--- config.mk ---
export PLATFORM = sky130hd
export DESIGN_NAME = tuner_pll_control
export DESIGN_NICKNAME = d
export VERILOG_FILES = /design/src/tuner_pll_pkg.sv /design/src/tuner_pll_control.sv /design/src/pin_sync.sv
export VERILOG_INCLUDE_DIRS = /design/src /design/src/src
export SDC_FILE = /design/constraint.sdc
export NUM_CORES = 1
export LEC_CHECK = 0
export BUFFER_PORTS_ARGS = -buffer_cell sky130_fd_sc_hd__buf_2
export CAP_MARGIN = 15
export CORE_MARGIN = 5
export CORE_UTILIZATION = 54
export DETAILED_ROUTE_END_ITERATION = 8
export PLACE_DENSITY = 0.84
export SYNTH_ARGS = -nofsm -noshare
export SYNTH_HDL_FRONTEND = slang
export SYNTH_SLANG_ARGS = --single-unit
--- constraint.sdc ---
create_clock -name clk -period 2.2 [get_ports clk]
set_input_delay 0.33 -clock clk [delete_from_list [all_inputs] [get_ports clk]]
set_output_delay 0.33 -clock clk [all_outputs]
set_load 0.02 [all_outputs]
--- src/tuner_pll_map.svh ---
// Offsets, field positions, reset values and counts of the PLL control block.
`ifndef TUNER_PLL_MAP_SVH
`define TUNER_PLL_MAP_SVH

// ---------------------------------------------------------------
// Two-wire address and status byte
// ---------------------------------------------------------------
`define ADDR_FIXED     5'h18
`define STATUS_ONES    3'h7
`define LEVEL_CODE_MAX 3'h4
`define BYTE_FULL      4'h8
`define BYTE_LAST_BIT  4'h7

// ---------------------------------------------------------------
// Control byte field positions
// ---------------------------------------------------------------
`define CTL_CP 6
`define CTL_CD 4
`define CTL_R1 2
`define CTL_R0 1
`define CTL_OS 0

// ---------------------------------------------------------------
// Reference divider ratios
// ---------------------------------------------------------------
`define REFDIV_128 8'h80
`define REFDIV_64  8'h40
`define REFDIV_80  8'h50

// ---------------------------------------------------------------
// 3-wire frame lengths and reset values
// ---------------------------------------------------------------
`define FRAME_SHORT 5'h12
`define FRAME_MID   5'h13
`define FRAME_LONG  5'h1B
`define FREQ_RESET  15'h0000
`define BAND_RESET  4'h0
`define CTRL_RESET  5'h00

`endif

--- src/tuner_pll_pkg.sv ---
// Types shared by the PLL control block and its bench.
package tuner_pll_pkg;

   // Divider word; {main, swallow} equals 32 * main + swallow.
   typedef struct packed {
      logic [9:0] main;
      logic [4:0] swallow;
   } freq_t;

   // Pump and reference control fields.
   typedef struct packed {
      logic cp;
      logic cd;
      logic r1;
      logic r0;
      logic os;
   } ctrl_t;

   // Pins that cross into the clk domain.
   typedef struct packed {
      logic       scl;
      logic       sda;
      logic       ce;
      logic       bus_gnd;
      logic       bus_vcc;
      logic       lock;
      logic [2:0] level;
   } pins_t;

   // Two-wire slave states.
   typedef enum logic [2:0] {
      I2C_IDLE,
      I2C_ADDR,
      I2C_ACK_ADDR,
      I2C_RX,
      I2C_ACK_RX,
      I2C_TX,
      I2C_ACK_TX
   } i2c_state_t;

endpackage

--- src/tuner_pll_control.sv ---
// Tuner PLL control block: two-wire slave and 3-wire shift port.
`timescale 1ns/1ps
`default_nettype none
`include "tuner_pll_map.svh"

module tuner_pll_control
   import tuner_pll_pkg::*;
#(
   parameter bit BAND_FIRST = 1'b1
)(
   // Clock and reset.
   input  wire logic       clk,
   input  wire logic       rst_n,
   // Bus pins.
   input  wire logic       bus_clock_pin,
   input  wire logic       bus_data_pin,
   output var  logic       sda_out,
   output var  logic       sda_oe,
   input  wire logic       address_strap_enable_pin,
   input  wire logic [1:0] strap_zone,
   input  wire logic       bus_select_pin_gnd,
   input  wire logic       bus_select_pin_vcc,
   // Status inputs.
   input  wire logic       lock_detect,
   input  wire logic [2:0] level_zone,
   // Synthesiser controls.
   output var  logic [14:0] division_ratio,
   output var  logic [7:0]  refdiv_ratio,
   output var  logic        pump_current_select,
   output var  logic        pump_disable,
   output var  logic        varicap_output_disable,
   output var  logic        band_output_1,
   output var  logic        band_output_2,
   output var  logic        band_output_3,
   output var  logic        band_output_4
);

   // ---------------------------------------------------------------
   // Pin synchronisation
   // ---------------------------------------------------------------

   pins_t raw;   // Pins as they arrive.
   pins_t lv;    // Filtered levels.
   pins_t rs;    // Rising-edge pulses.
   pins_t fl;    // Falling-edge pulses.

   // All pins but strap_zone share one synchroniser, so edges keep their order.
   assign raw = '{scl: bus_clock_pin, sda: bus_data_pin,
                  ce: address_strap_enable_pin,
                  bus_gnd: bus_select_pin_gnd,
                  bus_vcc: bus_select_pin_vcc,
                  lock: lock_detect, level: level_zone};

   pin_sync #(.WIDTH(9)) u_sync (
      .clk   (clk),
      .rst_n (rst_n),
      .d     (raw),
      .level (lv),
      .rise  (rs),
      .fall  (fl)
   );

   // ---------------------------------------------------------------
   // Shared decoding
   // ---------------------------------------------------------------

   // Unpack a control byte into its fields.
   function automatic ctrl_t ctl_of(input logic [7:0] b);
      ctl_of = '{cp: b[`CTL_CP], cd: b[`CTL_CD], r1: b[`CTL_R1],
                 r0: b[`CTL_R0], os: b[`CTL_OS]};
   endfunction

   logic i2c_mode;   // Two-wire bus selected.
   logic tw_mode;    // 3-wire bus selected.

   // Grounded select pin means two-wire; open or supply means 3-wire.
   assign i2c_mode = lv.bus_gnd;
   assign tw_mode  = ~lv.bus_gnd;

   // ---------------------------------------------------------------
   // Strap capture
   // ---------------------------------------------------------------

   logic [1:0] strap_q;       // Captured address strap bits.
   logic       strap_took_q;  // Strap already taken.

   // The comparator zone index is already the strap code, so it is
   // caught once after reset and held; the pin is static by then.
   always_ff @(posedge clk or negedge rst_n) begin
      if (!rst_n) begin
         strap_q      <= 2'h0;
         strap_took_q <= 1'h0;
      end else if (!strap_took_q) begin
         strap_q      <= strap_zone;
         strap_took_q <= 1'h1;
      end
   end

   // ---------------------------------------------------------------
   // Two-wire conditions and status byte
   // ---------------------------------------------------------------

   logic       start;        // Start or repeated start.
   logic       stop;         // Stop condition.
   logic       scl_r;        // Clock rise in two-wire mode.
   logic       scl_f;        // Clock fall in two-wire mode.
   logic [2:0] level_code;   // Clamped converter code.
   logic [7:0] status_byte;  // Byte returned on reads.

   assign start = i2c_mode & lv.scl & fl.sda;
   assign stop  = i2c_mode & lv.scl & rs.sda;
   assign scl_r = i2c_mode & rs.scl;
   assign scl_f = i2c_mode & fl.scl;

   // Zones 0..4 map straight to codes 000..100.
   assign level_code = (lv.level > `LEVEL_CODE_MAX) ?
                       `LEVEL_CODE_MAX : lv.level;
   // Bit 7 is undefined and sent as 0.
   assign status_byte = {1'h0, lv.lock, `STATUS_ONES,
                         level_code};

   // ---------------------------------------------------------------
   // Two-wire slave state machine
   // ---------------------------------------------------------------

   i2c_state_t st_q, st_d;   // Slave state.
   logic [3:0] bit_q, bit_d; // Bits in current byte.
   logic [7:0] sh_q;         // Receive shifter.
   logic [7:0] tx_q, tx_d;   // Transmit shifter.
   logic       rw_q, rw_d;   // Read transfer.
   logic       ack_q, ack_d; // Master acknowledged our byte.
   logic       oe_q, oe_d;   // Data pin pulled low.
   logic       byte_full;    // Eight bits received.
   logic       addr_hit;     // Address matches with straps.

   assign byte_full = (bit_q == `BYTE_FULL);
   assign addr_hit  = (sh_q[7:3] == `ADDR_FIXED) &&
                      (sh_q[2:1] == strap_q);

   // Next state. Bus conditions override any byte in flight.
   always_comb begin
      st_d  = st_q;
      bit_d = bit_q;
      tx_d  = tx_q;
      rw_d  = rw_q;
      ack_d = ack_q;
      oe_d  = oe_q;
      if (!i2c_mode || stop) begin
         st_d = I2C_IDLE;
         oe_d = 1'h0;
      end else if (start) begin
         // A start without a stop still opens a new transfer.
         st_d  = I2C_ADDR;
         bit_d = 4'h0;
         oe_d  = 1'h0;
      end else begin
         unique case (st_q)
            I2C_IDLE: begin
               st_d = I2C_IDLE;
            end
            I2C_ADDR: begin
               if (scl_r) begin
                  bit_d = bit_q + 4'h1;
               end else if (scl_f && byte_full) begin
                  if (addr_hit) begin
                     st_d = I2C_ACK_ADDR;
                     oe_d = 1'h1;
                     rw_d = sh_q[0];
                  end else begin
                     // Not ours: stay silent until the next start.
                     st_d = I2C_IDLE;
                  end
               end
            end
            I2C_ACK_ADDR: begin
               if (scl_f) begin
                  bit_d = 4'h0;
                  if (rw_q) begin
                     // Act as transmitter from the next clock low.
                     st_d = I2C_TX;
                     tx_d = status_byte;
                     oe_d = ~status_byte[7];
                  end else begin
                     st_d = I2C_RX;
                     oe_d = 1'h0;
                  end
               end
            end
            I2C_RX: begin
               if (scl_r) begin
                  bit_d = bit_q + 4'h1;
               end else if (scl_f && byte_full) begin
                  st_d = I2C_ACK_RX;
                  oe_d = 1'h1;
               end
            end
            I2C_ACK_RX: begin
               if (scl_f) begin
                  st_d  = I2C_RX;
                  bit_d = 4'h0;
                  oe_d  = 1'h0;
               end
            end
            I2C_TX: begin
               if (scl_f) begin
                  if (bit_q == `BYTE_LAST_BIT) begin
                     // Release the line for the master's answer.
                     st_d = I2C_ACK_TX;
                     oe_d = 1'h0;
                  end else begin
                     bit_d = bit_q + 4'h1;
                     tx_d  = {tx_q[6:0], 1'h0};
                     oe_d  = ~tx_q[6];
                  end
               end
            end
            I2C_ACK_TX: begin
               if (scl_r) begin
                  ack_d = ~lv.sda;
               end else if (scl_f) begin
                  if (ack_q) begin
                     // Master wants more: repeat the status byte.
                     st_d  = I2C_TX;
                     bit_d = 4'h0;
                     tx_d  = status_byte;
                     oe_d  = ~status_byte[7];
                  end else begin
                     st_d = I2C_IDLE;
                  end
               end
            end
            default: begin
               st_d = I2C_IDLE;
            end
         endcase
      end
   end

   // State registers.
   always_ff @(posedge clk or negedge rst_n) begin
      if (!rst_n) begin
         st_q  <= I2C_IDLE;
         bit_q <= 4'h0;
         tx_q  <= 8'h00;
         rw_q  <= 1'h0;
         ack_q <= 1'h0;
         oe_q  <= 1'h0;
      end else begin
         st_q  <= st_d;
         bit_q <= bit_d;
         tx_q  <= tx_d;
         rw_q  <= rw_d;
         ack_q <= ack_d;
         oe_q  <= oe_d;
      end
   end

   // Receive shifter samples data on each clock rise in the address and receive states, MSB first.
   always_ff @(posedge clk or negedge rst_n) begin
      if (!rst_n) begin
         sh_q <= 8'h00;
      end else if (scl_r && (st_q == I2C_ADDR || st_q == I2C_RX)) begin
         sh_q <= {sh_q[6:0], lv.sda};
      end
   end

   // ---------------------------------------------------------------
   // Two-wire byte grouping
   // ---------------------------------------------------------------

   logic       byte_done;   // A write data byte completed.
   logic       pair_done;   // Second byte of a group completed.
   logic [7:0] pend_q;      // First byte of the open group.
   logic       pend_v_q;    // A first byte is waiting.
   logic       i2c_freq_we; // Commit both divider bytes.
   logic       i2c_ctl_we;  // Commit control and band bytes.
   freq_t      i2c_freq;    // Divider word from the pair.

   assign byte_done = (st_q == I2C_RX) & scl_f & byte_full & ~start
                      & ~stop;
   // A group goes to the latches only when both bytes are in.
   assign pair_done   = byte_done & pend_v_q;
   assign i2c_freq_we = pair_done & ~pend_q[7];
   assign i2c_ctl_we  = pair_done & pend_q[7];
   // M9..M3 under a zero top bit, then M2..M0 and S4..S0.
   assign i2c_freq = {pend_q[6:0], sh_q};

   // A start drops a half-received group, so old values stay.
   always_ff @(posedge clk or negedge rst_n) begin
      if (!rst_n) begin
         pend_q   <= 8'h00;
         pend_v_q <= 1'h0;
      end else if (start) begin
         pend_v_q <= 1'h0;
      end else if (byte_done) begin
         pend_v_q <= ~pend_v_q;
         pend_q   <= pend_v_q ? pend_q : sh_q;
      end
   end

   // ---------------------------------------------------------------
   // 3-wire shift port
   // ---------------------------------------------------------------

   logic [4:0]  cnt_q;      // Clocks seen while enable is high.
   logic [26:0] wsh_q;      // Frame shifter.
   logic        tw_clk;     // Accepted data clock.
   logic        n18;        // 18-bit frame.
   logic        n19;        // 19-bit frame.
   logic        n27;        // 27 or more clocks.
   logic        w3_we;      // Latch a good frame.
   logic [3:0]  band_f;     // Band field, band first.
   logic [3:0]  band_l;     // Band field, band last.
   freq_t       freq_f;     // Divider field, band first.
   freq_t       freq_l;     // Divider field, band last.
   logic [3:0]  w3_band;    // Selected band field.
   freq_t       w3_freq;    // Selected divider field.
   ctrl_t       w3_short;   // Control for 18 or 19 bits.
   ctrl_t       w3_ctrl;    // Control to latch.
   ctrl_t       ctrl_q;     // Pump and reference control.
   ctrl_t       ctrl_d;     // Next pump and reference control.

   // Counting stops at 27, so only the first 27 bits are kept.
   assign tw_clk = tw_mode & lv.ce & rs.scl &
                   (cnt_q < `FRAME_LONG);
   assign n18 = (cnt_q == `FRAME_SHORT);
   assign n19 = (cnt_q == `FRAME_MID);
   assign n27 = (cnt_q == `FRAME_LONG);
   // Other lengths are dropped and the latches keep their data.
   assign w3_we = tw_mode & fl.ce &
                  (n18 | n19 | n27);

   // The 14-bit divider of a short frame has M9 forced low.
   assign band_f = n27 ? wsh_q[26:23] : n19 ? wsh_q[18:15]
                                            : wsh_q[17:14];
   assign freq_f = n27 ? wsh_q[22:8] : n19 ? wsh_q[14:0]
                                           : {1'h0, wsh_q[13:0]};
   assign band_l = n27 ? wsh_q[11:8] : wsh_q[3:0];
   assign freq_l = n27 ? wsh_q[26:12] : n19 ? wsh_q[18:4]
                                            : {1'h0, wsh_q[17:4]};
   assign w3_band = BAND_FIRST ? band_f : band_l;
   assign w3_freq = BAND_FIRST ? freq_f : freq_l;

   // Supply on the select pin gives 80; open gives 64 or 128.
   assign w3_short = '{cp: ctrl_q.cp, cd: ctrl_q.cd,
                       r1: ~lv.bus_vcc & n18,
                       r0: ~lv.bus_vcc,
                       os: ctrl_q.os};
   assign w3_ctrl = n27 ? ctl_of(wsh_q[7:0]) : w3_short;

   // Enable rise opens a frame; data is sampled on clock rise.
   always_ff @(posedge clk or negedge rst_n) begin
      if (!rst_n) begin
         cnt_q <= 5'h00;
         wsh_q <= 27'h0000000;
      end else if (tw_mode && rs.ce) begin
         cnt_q <= 5'h00;
         wsh_q <= 27'h0000000;
      end else if (tw_clk) begin
         cnt_q <= cnt_q + 5'h01;
         wsh_q <= {wsh_q[25:0], lv.sda};
      end
   end

   // ---------------------------------------------------------------
   // Working latches and outputs
   // ---------------------------------------------------------------

   freq_t      freq_q, freq_d;     // Divider word.
   logic [3:0] band_q, band_d;     // Band outputs 4..1.
   logic [7:0] refdiv_q, refdiv_d; // Reference divider ratio.

   // Each source writes only complete groups.
   assign freq_d = i2c_freq_we ? i2c_freq :
                   w3_we       ? w3_freq  : freq_q;
   assign ctrl_d = i2c_ctl_we  ? ctl_of(pend_q) :
                   w3_we       ? w3_ctrl  : ctrl_q;
   assign band_d = i2c_ctl_we  ? sh_q[3:0] :
                   w3_we       ? w3_band  : band_q;
   // Low select bit clear gives 80; otherwise high bit picks 64.
   assign refdiv_d = !ctrl_d.r0 ? `REFDIV_80 :
                     ctrl_d.r1  ? `REFDIV_64 :
                                  `REFDIV_128;

   // Power-up leaves the divider at zero and every band off.
   always_ff @(posedge clk or negedge rst_n) begin
      if (!rst_n) begin
         freq_q   <= `FREQ_RESET;
         band_q   <= `BAND_RESET;
         ctrl_q   <= `CTRL_RESET;
         refdiv_q <= `REFDIV_80;
      end else begin
         freq_q   <= freq_d;
         band_q   <= band_d;
         ctrl_q   <= ctrl_d;
         refdiv_q <= refdiv_d;
      end
   end

   // Open-drain data pin: the driven value is always low.
   logic sda_out_q;   // Low level for the data pin.

   always_ff @(posedge clk or negedge rst_n) begin
      if (!rst_n) begin
         sda_out_q <= 1'h0;
      end else begin
         sda_out_q <= 1'h0;
      end
   end

   // Outputs are taken straight from the latches above.
   assign sda_out                = sda_out_q;
   assign sda_oe                 = oe_q;
   // The packed word reads as 32 * main + swallow.
   assign division_ratio         = freq_q;
   assign refdiv_ratio           = refdiv_q;
   // Set selects the high pump current, clear the low one.
   assign pump_current_select    = ctrl_q.cp;
   assign pump_disable           = ctrl_q.cd;
   assign varicap_output_disable = ctrl_q.os;
   assign band_output_1          = band_q[0];
   assign band_output_2          = band_q[1];
   assign band_output_3          = band_q[2];
   assign band_output_4          = band_q[3];

endmodule

`default_nettype wire

--- src/pin_sync.sv ---
// Three-stage pin synchroniser with agreement filter and edge pulses.
`timescale 1ns/1ps
`default_nettype none

module pin_sync #(
   parameter int WIDTH = 9
)(
   // Clock and reset.
   input  wire logic             clk,
   input  wire logic             rst_n,
   // Raw pins.
   input  wire logic [WIDTH-1:0] d,
   // Filtered level and one-cycle edge pulses.
   output var  logic [WIDTH-1:0] level,
   output var  logic [WIDTH-1:0] rise,
   output var  logic [WIDTH-1:0] fall
);

   logic [WIDTH-1:0] s1_q;   // Metastable stage, read by s2_q only.
   logic [WIDTH-1:0] s2_q;   // Second stage.
   logic [WIDTH-1:0] s3_q;   // Third stage.
   logic [WIDTH-1:0] agree;  // Second and third stages match.
   logic [WIDTH-1:0] lvl_d;  // Next filtered level.

   // A change is taken only once two settled stages agree.
   assign agree = ~(s2_q ^ s3_q);
   assign lvl_d = (agree & s2_q) | (~agree & level);

   // Shift chain and filtered outputs.
   always_ff @(posedge clk or negedge rst_n) begin
      if (!rst_n) begin
         s1_q  <= '0;
         s2_q  <= '0;
         s3_q  <= '0;
         level <= '0;
         rise  <= '0;
         fall  <= '0;
      end else begin
         s1_q  <= d;
         s2_q  <= s1_q;
         s3_q  <= s2_q;
         level <= lvl_d;
         rise  <= lvl_d & ~level;
         fall  <= ~lvl_d & level;
      end
   end

endmodule

`default_nettype wire

==> flow_summary.yaml, run 1 <==
status:
  outcome: "finished clean"
setup_path:
  cp_max_fo: 15
  worst_setup_path_end_kind: "register"
  cp-start-kind: "register"
  critical_path_class: "register to register"
  crit_arrival_ns: 2.42
  cp.required_ns: 2.50
sta:
  fin_crit_sh_pct: 96.57
  slew_viol_final: 0
  rsz0062_at_grt: "true"
  worstMarginPinSlew_ns: 0.6209
  fin_crit_ns: 2.124
  fmaxAchievable_ghz: 0.4707
  clock_skew_ns: 0.01241
  setup_viol: 0
  finalHoldViolCount: 0
  max-slew-margin-rel_pct: 58.61
  hold-worst-slack_ns: 0.01339
layout:
  fillerInstances: 773
  ff_latch_area_um2: 3456
  design_area_um2: 7156
  n_antenna_cell: 0
  nets: 639
  areaGrowthSynthToFinish_pct: 18.14
  drive_gt1_share_pct: 20.94
  final_cell_mix: "136 x dfrtp_1, 105 x nand2_1, 49 x a21oi_1"
  multi_input_area_um2: 2411
  final_common_cell: "dfrtp_1"
min_path:
  min_path_type: "input port to register"
clocking:
  clk_pin_slew_ns: 0.06
  cts_tree: "done"
  cts-buffers-inserted: 17
  cts-root-buf: "clkbuf_16"
  clk_path_buf_depth: 2
  cts_sinks: 138
  cts_setup_buffers: 0
  h-tree-depth: 4
  insertion_delay_ns: 0.42
detailed_routing:
  viasPerCell: 5.939
  drt-initial-drc-count: 479
  ant_nets: 0
  drc_errors: 0
  vias: 4603
  routed_wl_um: 13710
  routedWlPerCell_um: 17.69
  drt-pass1-iter-count: 5
synthesis:
  netlist_area_um2: 6057
  synth_edf_count: 0
  yosysUniqueCellTypes: 62
  postSynth.asyncResetShare_pct: 100.0
  synth_flop_cell: "dfrtp_1"
  postSynthAreaPerCell_um2: 10.76
  ys_seq_area_share_pct: 57.05
  ys_warn_count: 0
  netlist_instances: 563
  ys_seq_elements: 138
global_route:
  globalRouteOverflowTotal: 0
  grt_pass1_vias: 4515
  antenna_found_initial: 0
  gr-usage-all-layers_pct: 21.99
  grt_max_degree: 55
  grt_pass1_wl_um: 22950
place:
  gp_congestion: 0.9359
  dpl-instance-area_um2: 6529
  portBuffers: 38
  hpwl_um: 9020
job:
  max-cap-violations: 0
die:
  coreArea_um2: 10940
  initial_utilization_pct: 55.39
  die_y_um: 115.9
  die_w_um: 115.9
  ios: 45
  rows: 38
  dieArea_um2: 13440
power_and_ir_drop:
  power.leakage_nw: 3.243
  powerDensity_nw_per_um2: 816.7
  vdd_drop_max_mv: 0.6069
-- registers in the layout, summed over array words and instances (netlist names), 4 cells and up, named ones only --
name	cells
u_sync.s3_q	9
u_sync.s1_q	9
band_q	4
sh_q	8
bit_q	4
tx_q	7
wsh_q	27
u_sync.s2_q	9
cnt_q	5
division_ratio	15
pend_q	8
-- per-stage QoR --
stage | worst slack, ns | TNS, ns | power (W) | cells | utilization [%]
global route | -0.004823 | -0.004823 | 0.006078 | 775 | 65.43
detailed placement | 0.1113 | 0 | 0.003140 | 738 | 59.70
global placement | 0.1581 | 0 | 0.003117 | 738 | 59.70
finish | 0.07557 | 0 | 0.005844 | 775 | 65.43
CTS | 0.08192 | 0 | 0.005861 | 771 | 65.05
floorplan | -0.01535 | -0.03070 | 0.002966 | 568 | -
-- per-layer routing --
metal	up-vias	global-route usage (%)	routed length [um]
li1	2087	-	-
met1	2231	31.09	5747
met2	243	33.26	6411
met3	42	5.379	1159
met4	0	8.121	392
met5	-	0	0
-- critical path: stages, from the launching register on --
cell     delay [ns]
dfrtp_1        0.38
inv_1          0.06
ha_1           0.15
nand2_2        0.06
or4_4          0.49
o41a_4         0.48
a221o_1        0.39
-- power by group --
| part | internal [W] | switching, W | leakage (nW) |
|---|---|---|---|
| registers | 0.00263 | 0.0000863 | 1.81 |
| clock network | 0.00167 | 0.00106 | 0.278 |
| logic | 0.000170 | 0.000226 | 1.15 |
-- path summary, 6_finish.rpt --
kind / start / to / slack [ns] / cells past startpoint
worst max register to register: bit_q[0] / division_ratio[2] / 0.08 / 6
worst min register to register: u_sync.s1_q[1] / u_sync.s2_q[1] / 0.35 / 0
max in group asynchronous: rst_n / wsh_q[3] / 0.93 / 3
min in group asynchronous: rst_n / wsh_q[22] / 0.44 / 2
worst max-delay path: bit_q[0] / division_ratio[2] / 0.08 / 6
worst min-delay path: bus_select_pin_gnd / u_sync.s1_q[5] / 0.01 / 1
-- cell usage after synthesis, types with 3 or more instances --
cell / count / share of area [%]
nor3_1: 7 / 0.58
or4_1: 3 / 0.37
a211oi_1: 4 / 0.50
maj3_1: 7 / 1.2
inv_1: 14 / 0.87
o211ai_1: 4 / 0.50
nand2_1: 106 / 6.6
nand4b_1: 3 / 0.43
o21a_1: 6 / 0.74
buf_2: 3 / 0.25
nand3_1: 5 / 0.41
buf_4: 6 / 0.74
xor2_1: 4 / 0.58
nand3b_1: 3 / 0.37
clkbuf_1: 21 / 1.3
ha_1: 4 / 0.83
mux2_2: 23 / 4.3
nor4_1: 3 / 0.31
nand2b_1: 3 / 0.31
nor2_1: 31 / 1.9
mux2i_1: 17 / 2.8
dfrtp_1: 136 / 56
buf_6: 3 / 0.56
nor2b_1: 13 / 1.3
o21ai_0: 18 / 1.5
nor3b_1: 3 / 0.37
a21oi_1: 49 / 4.0
a221o_1: 20 / 3.3
-- area by class of cell --
cell class                      count  share of cell area [%]
Clock buffer                       22                   6.767
Inverter                           14                  0.7344
Tap cell                          140                   2.448
Sequential cell                   138                   48.30
Timing Repair Buffer               70                   6.802
Clock inverter                     10                   1.259
Multi-Input combinational cell    381                   33.69
-- cells by family (layout without fill, tap and decap cells) --
kind of cell               Yosys count  after routing  synth area share (%)
other                                2              7                0.1240
DFF                                138            138                 57.05
and+or+nand+nor                    196            196                 15.39
buffers and inverters               49            116                 3.842
AOI/OAI and AO/OA                  122            122                 13.80
muxes                               40             40                 7.085
xor gates and xnor gates             5              5                0.7230
adders and majority gates           11             11                 1.983
-- repair_timing --
item | CTS | global route
gates resized for setup | 0 | 1
hold endpoints to repair | 50 | 4
hold buffers | 1 | 4
endpoints found under the setup margin | 0 | 4
Note: power is estimated with default switching activity, not from simulation.
==> run 2: changes to the inputs <==
CORE_UTILIZATION = 55   (was 54)
SYNTH_HIERARCHICAL = 1   (was unset)
==> flow_summary.yaml, run 2 <==
status:
  outcome: "finished clean"
setup_path:
  crit_chain: "inv_1 -> ha_1 -> and3b_1 -> nand4_4 -> nor3_4 -> mux2_2"
  r2r_end: "pend_q[2]"
  crit_arrival_ns: 2.32
  worst_setup_path_end_kind: "register"
  cp.required_ns: 2.51
  reg2regPathDepth: 6
  cp-startpoint: "bit_q[0]"
  reg2reg_slack_ns: 0.19
  crit_path_end: "pend_q[2]"
  cp_max_fo: 8
  critical_path_class: "register to register"
  slowest_stage: "dfrtp_1"
  reg2reg_from: "bit_q[0]"
  crit_path_max_incr_delay_ns: 0.40
  cp-start-kind: "register"
clocking:
  insertion_delay_ns: 0.43
  cts_setup_buffers: 0
  clk_pin_slew_ns: 0.06
  cts_sinks: 138
  h-tree-depth: 4
  cts-root-buf: "clkbuf_16"
  clk_path_buf_depth: 2
  cts-buffers-inserted: 17
  cts_tree: "done"
synthesis:
  netlist_area_um2: 6289
  ys_warn_count: 6
  netlist_instances: 554
  postSynthAreaPerCell_um2: 11.35
detailed_routing:
  drt-pass1-iter-count: 5
  routedWlPerCell_um: 17.20
  drt-initial-drc-count: 405
  routed_wl_um: 13120
  viasPerCell: 5.767
  drc_errors: 0
  vias: 4400
  ant_nets: 0
sta:
  fin_crit_sh_pct: 91.38
  fin_crit_ns: 2.010
  tns_ns: 0
  finalHoldViolCount: 0
  fmaxAchievable_ghz: 0.4974
  worstMarginPinSlew_ns: 0.7187
  slew_viol_final: 0
  setup_viol: 0
  clock_skew_ns: 0.007290
  rsz0062_at_grt: "false"
  max-slew-margin-rel_pct: 52.09
power_and_ir_drop:
  total_power_w: 0.005979
  p_comb_share_pct: 5.5
  powerDensity_nw_per_um2: 817.1
  switching_share_pct: 23.21
  p_int_w: 0.004591
  p_sw_w: 0.001388
  power.leakage_nw: 3.551
  power_frac_clock_pct: 49.0
  p_seq_share_pct: 45.6
  vdd_drop_max_mv: 0.5688
place:
  dp.cells: 721
  gp_congestion: 0.8906
  hpwl_um: 8518
  dpl-instance-area_um2: 6601
  portBuffers: 38
layout:
  design_area_um2: 7317
  top_register: "wsh_q"
  final_common_cell: "dfrtp_1"
  n_antenna_cell: 0
  areaGrowthSynthToFinish_pct: 16.35
  final_cell_mix: "136 x dfrtp_1, 72 x nand2_1, 44 x a21oi_1"
  nets: 624
  drive_gt1_share_pct: 23.71
  largest_register_ffs: 27
  final_cells: 763
  fin_util_pct: 64.63
global_route:
  grt_max_degree: 82
  antenna_found_initial: 0
  globalRouteOverflowTotal: 0
  gr-usage-all-layers_pct: 20.93
  grt_pass1_wl_um: 21900
  grt_pass1_vias: 4449
job:
  max-cap-violations: 0
die:
  die_w_um: 116.9
  die_y_um: 116.9
  initial_utilization_pct: 55.55
  rows: 39
  dieArea_um2: 13670
  coreArea_um2: 11320
  ios: 45
min_path:
  min_path_type: "input port to register"
run 2: worst min path at each step:
stage / start / to / depth (start not counted)
6_report: strap_zone[0] / strap_q[0] / 2
4_1_cts: strap_zone[0] / strap_q[0] / 2
3_3_place_gp: u_sync/s1_q[3] / u_sync/s2_q[3] / 0
5_1_grt: strap_zone[0] / strap_q[0] / 2
3_5_place_dp: u_sync/s1_q[5] / u_sync/s2_q[5] / 0
2_1_floorplan: rst_n / ack_q / 0
run 2: timing repair:
item                                   4_1_cts  5_1_grt
hold buffers                                10        0
setup endpoints to repair                    0        1
endpoints found under the hold margin       90        0
gates resized for setup                      0        1
run 2: layer usage:
metal  vias up  GRT usage, %  routed length (um)
met4         0         10.70                 391
li1       2039             -                   -
met1      2160         26.81                5487
met5         -             0                   0
met3        35         5.913                 858
met2       166         32.69                6385
run 2: layout make-up:
type                       instances  area, um2
tap                              143      178.9
fill                             815       4004
clock buffer                      19      442.9
inverter                          12      45.04
timing repair buffer              64      454.2
clock inverter                    13      167.7
sequential                       138       3456
multi-input combinational        374       2572
run 2: critical path: cells and delay by family (launching register included):
family                   cells  cell delay, ns
adder cells (fa/ha/maj)      1            0.16
buffers and inverters        1            0.09
flip-flops                   1            0.40
multiplexers                 1            0.40
AND/OR/NAND/NOR              3            0.84
run 2: power groups by stage:
stage | clock network [W] | registers, W | logic, W
2_1_floorplan | 0 | 0.00274 | 0.000215
3_3_place_gp | 0 | 0.00276 | 0.000292
3_5_place_dp | 0 | 0.00277 | 0.000315
4_1_cts | 0.00296 | 0.00272 | 0.000330
5_1_grt | 0.00307 | 0.00274 | 0.000371
6_report | 0.00293 | 0.00272 | 0.000326
run 2: through the flow:
| stage | worst slack, ns | hold slack (ns) |
|---|---|---|
| 2_1_floorplan | 0.4558 | 0.03441 |
| 5_1_grt | 0.07454 | 0.1273 |
| 3_5_place_dp | 0.2250 | 0.3347 |
| 3_3_place_gp | 0.3081 | 0.3328 |
| 6_report | 0.1896 | 0.1424 |
| 4_1_cts | 0.1984 | 0.1271 |
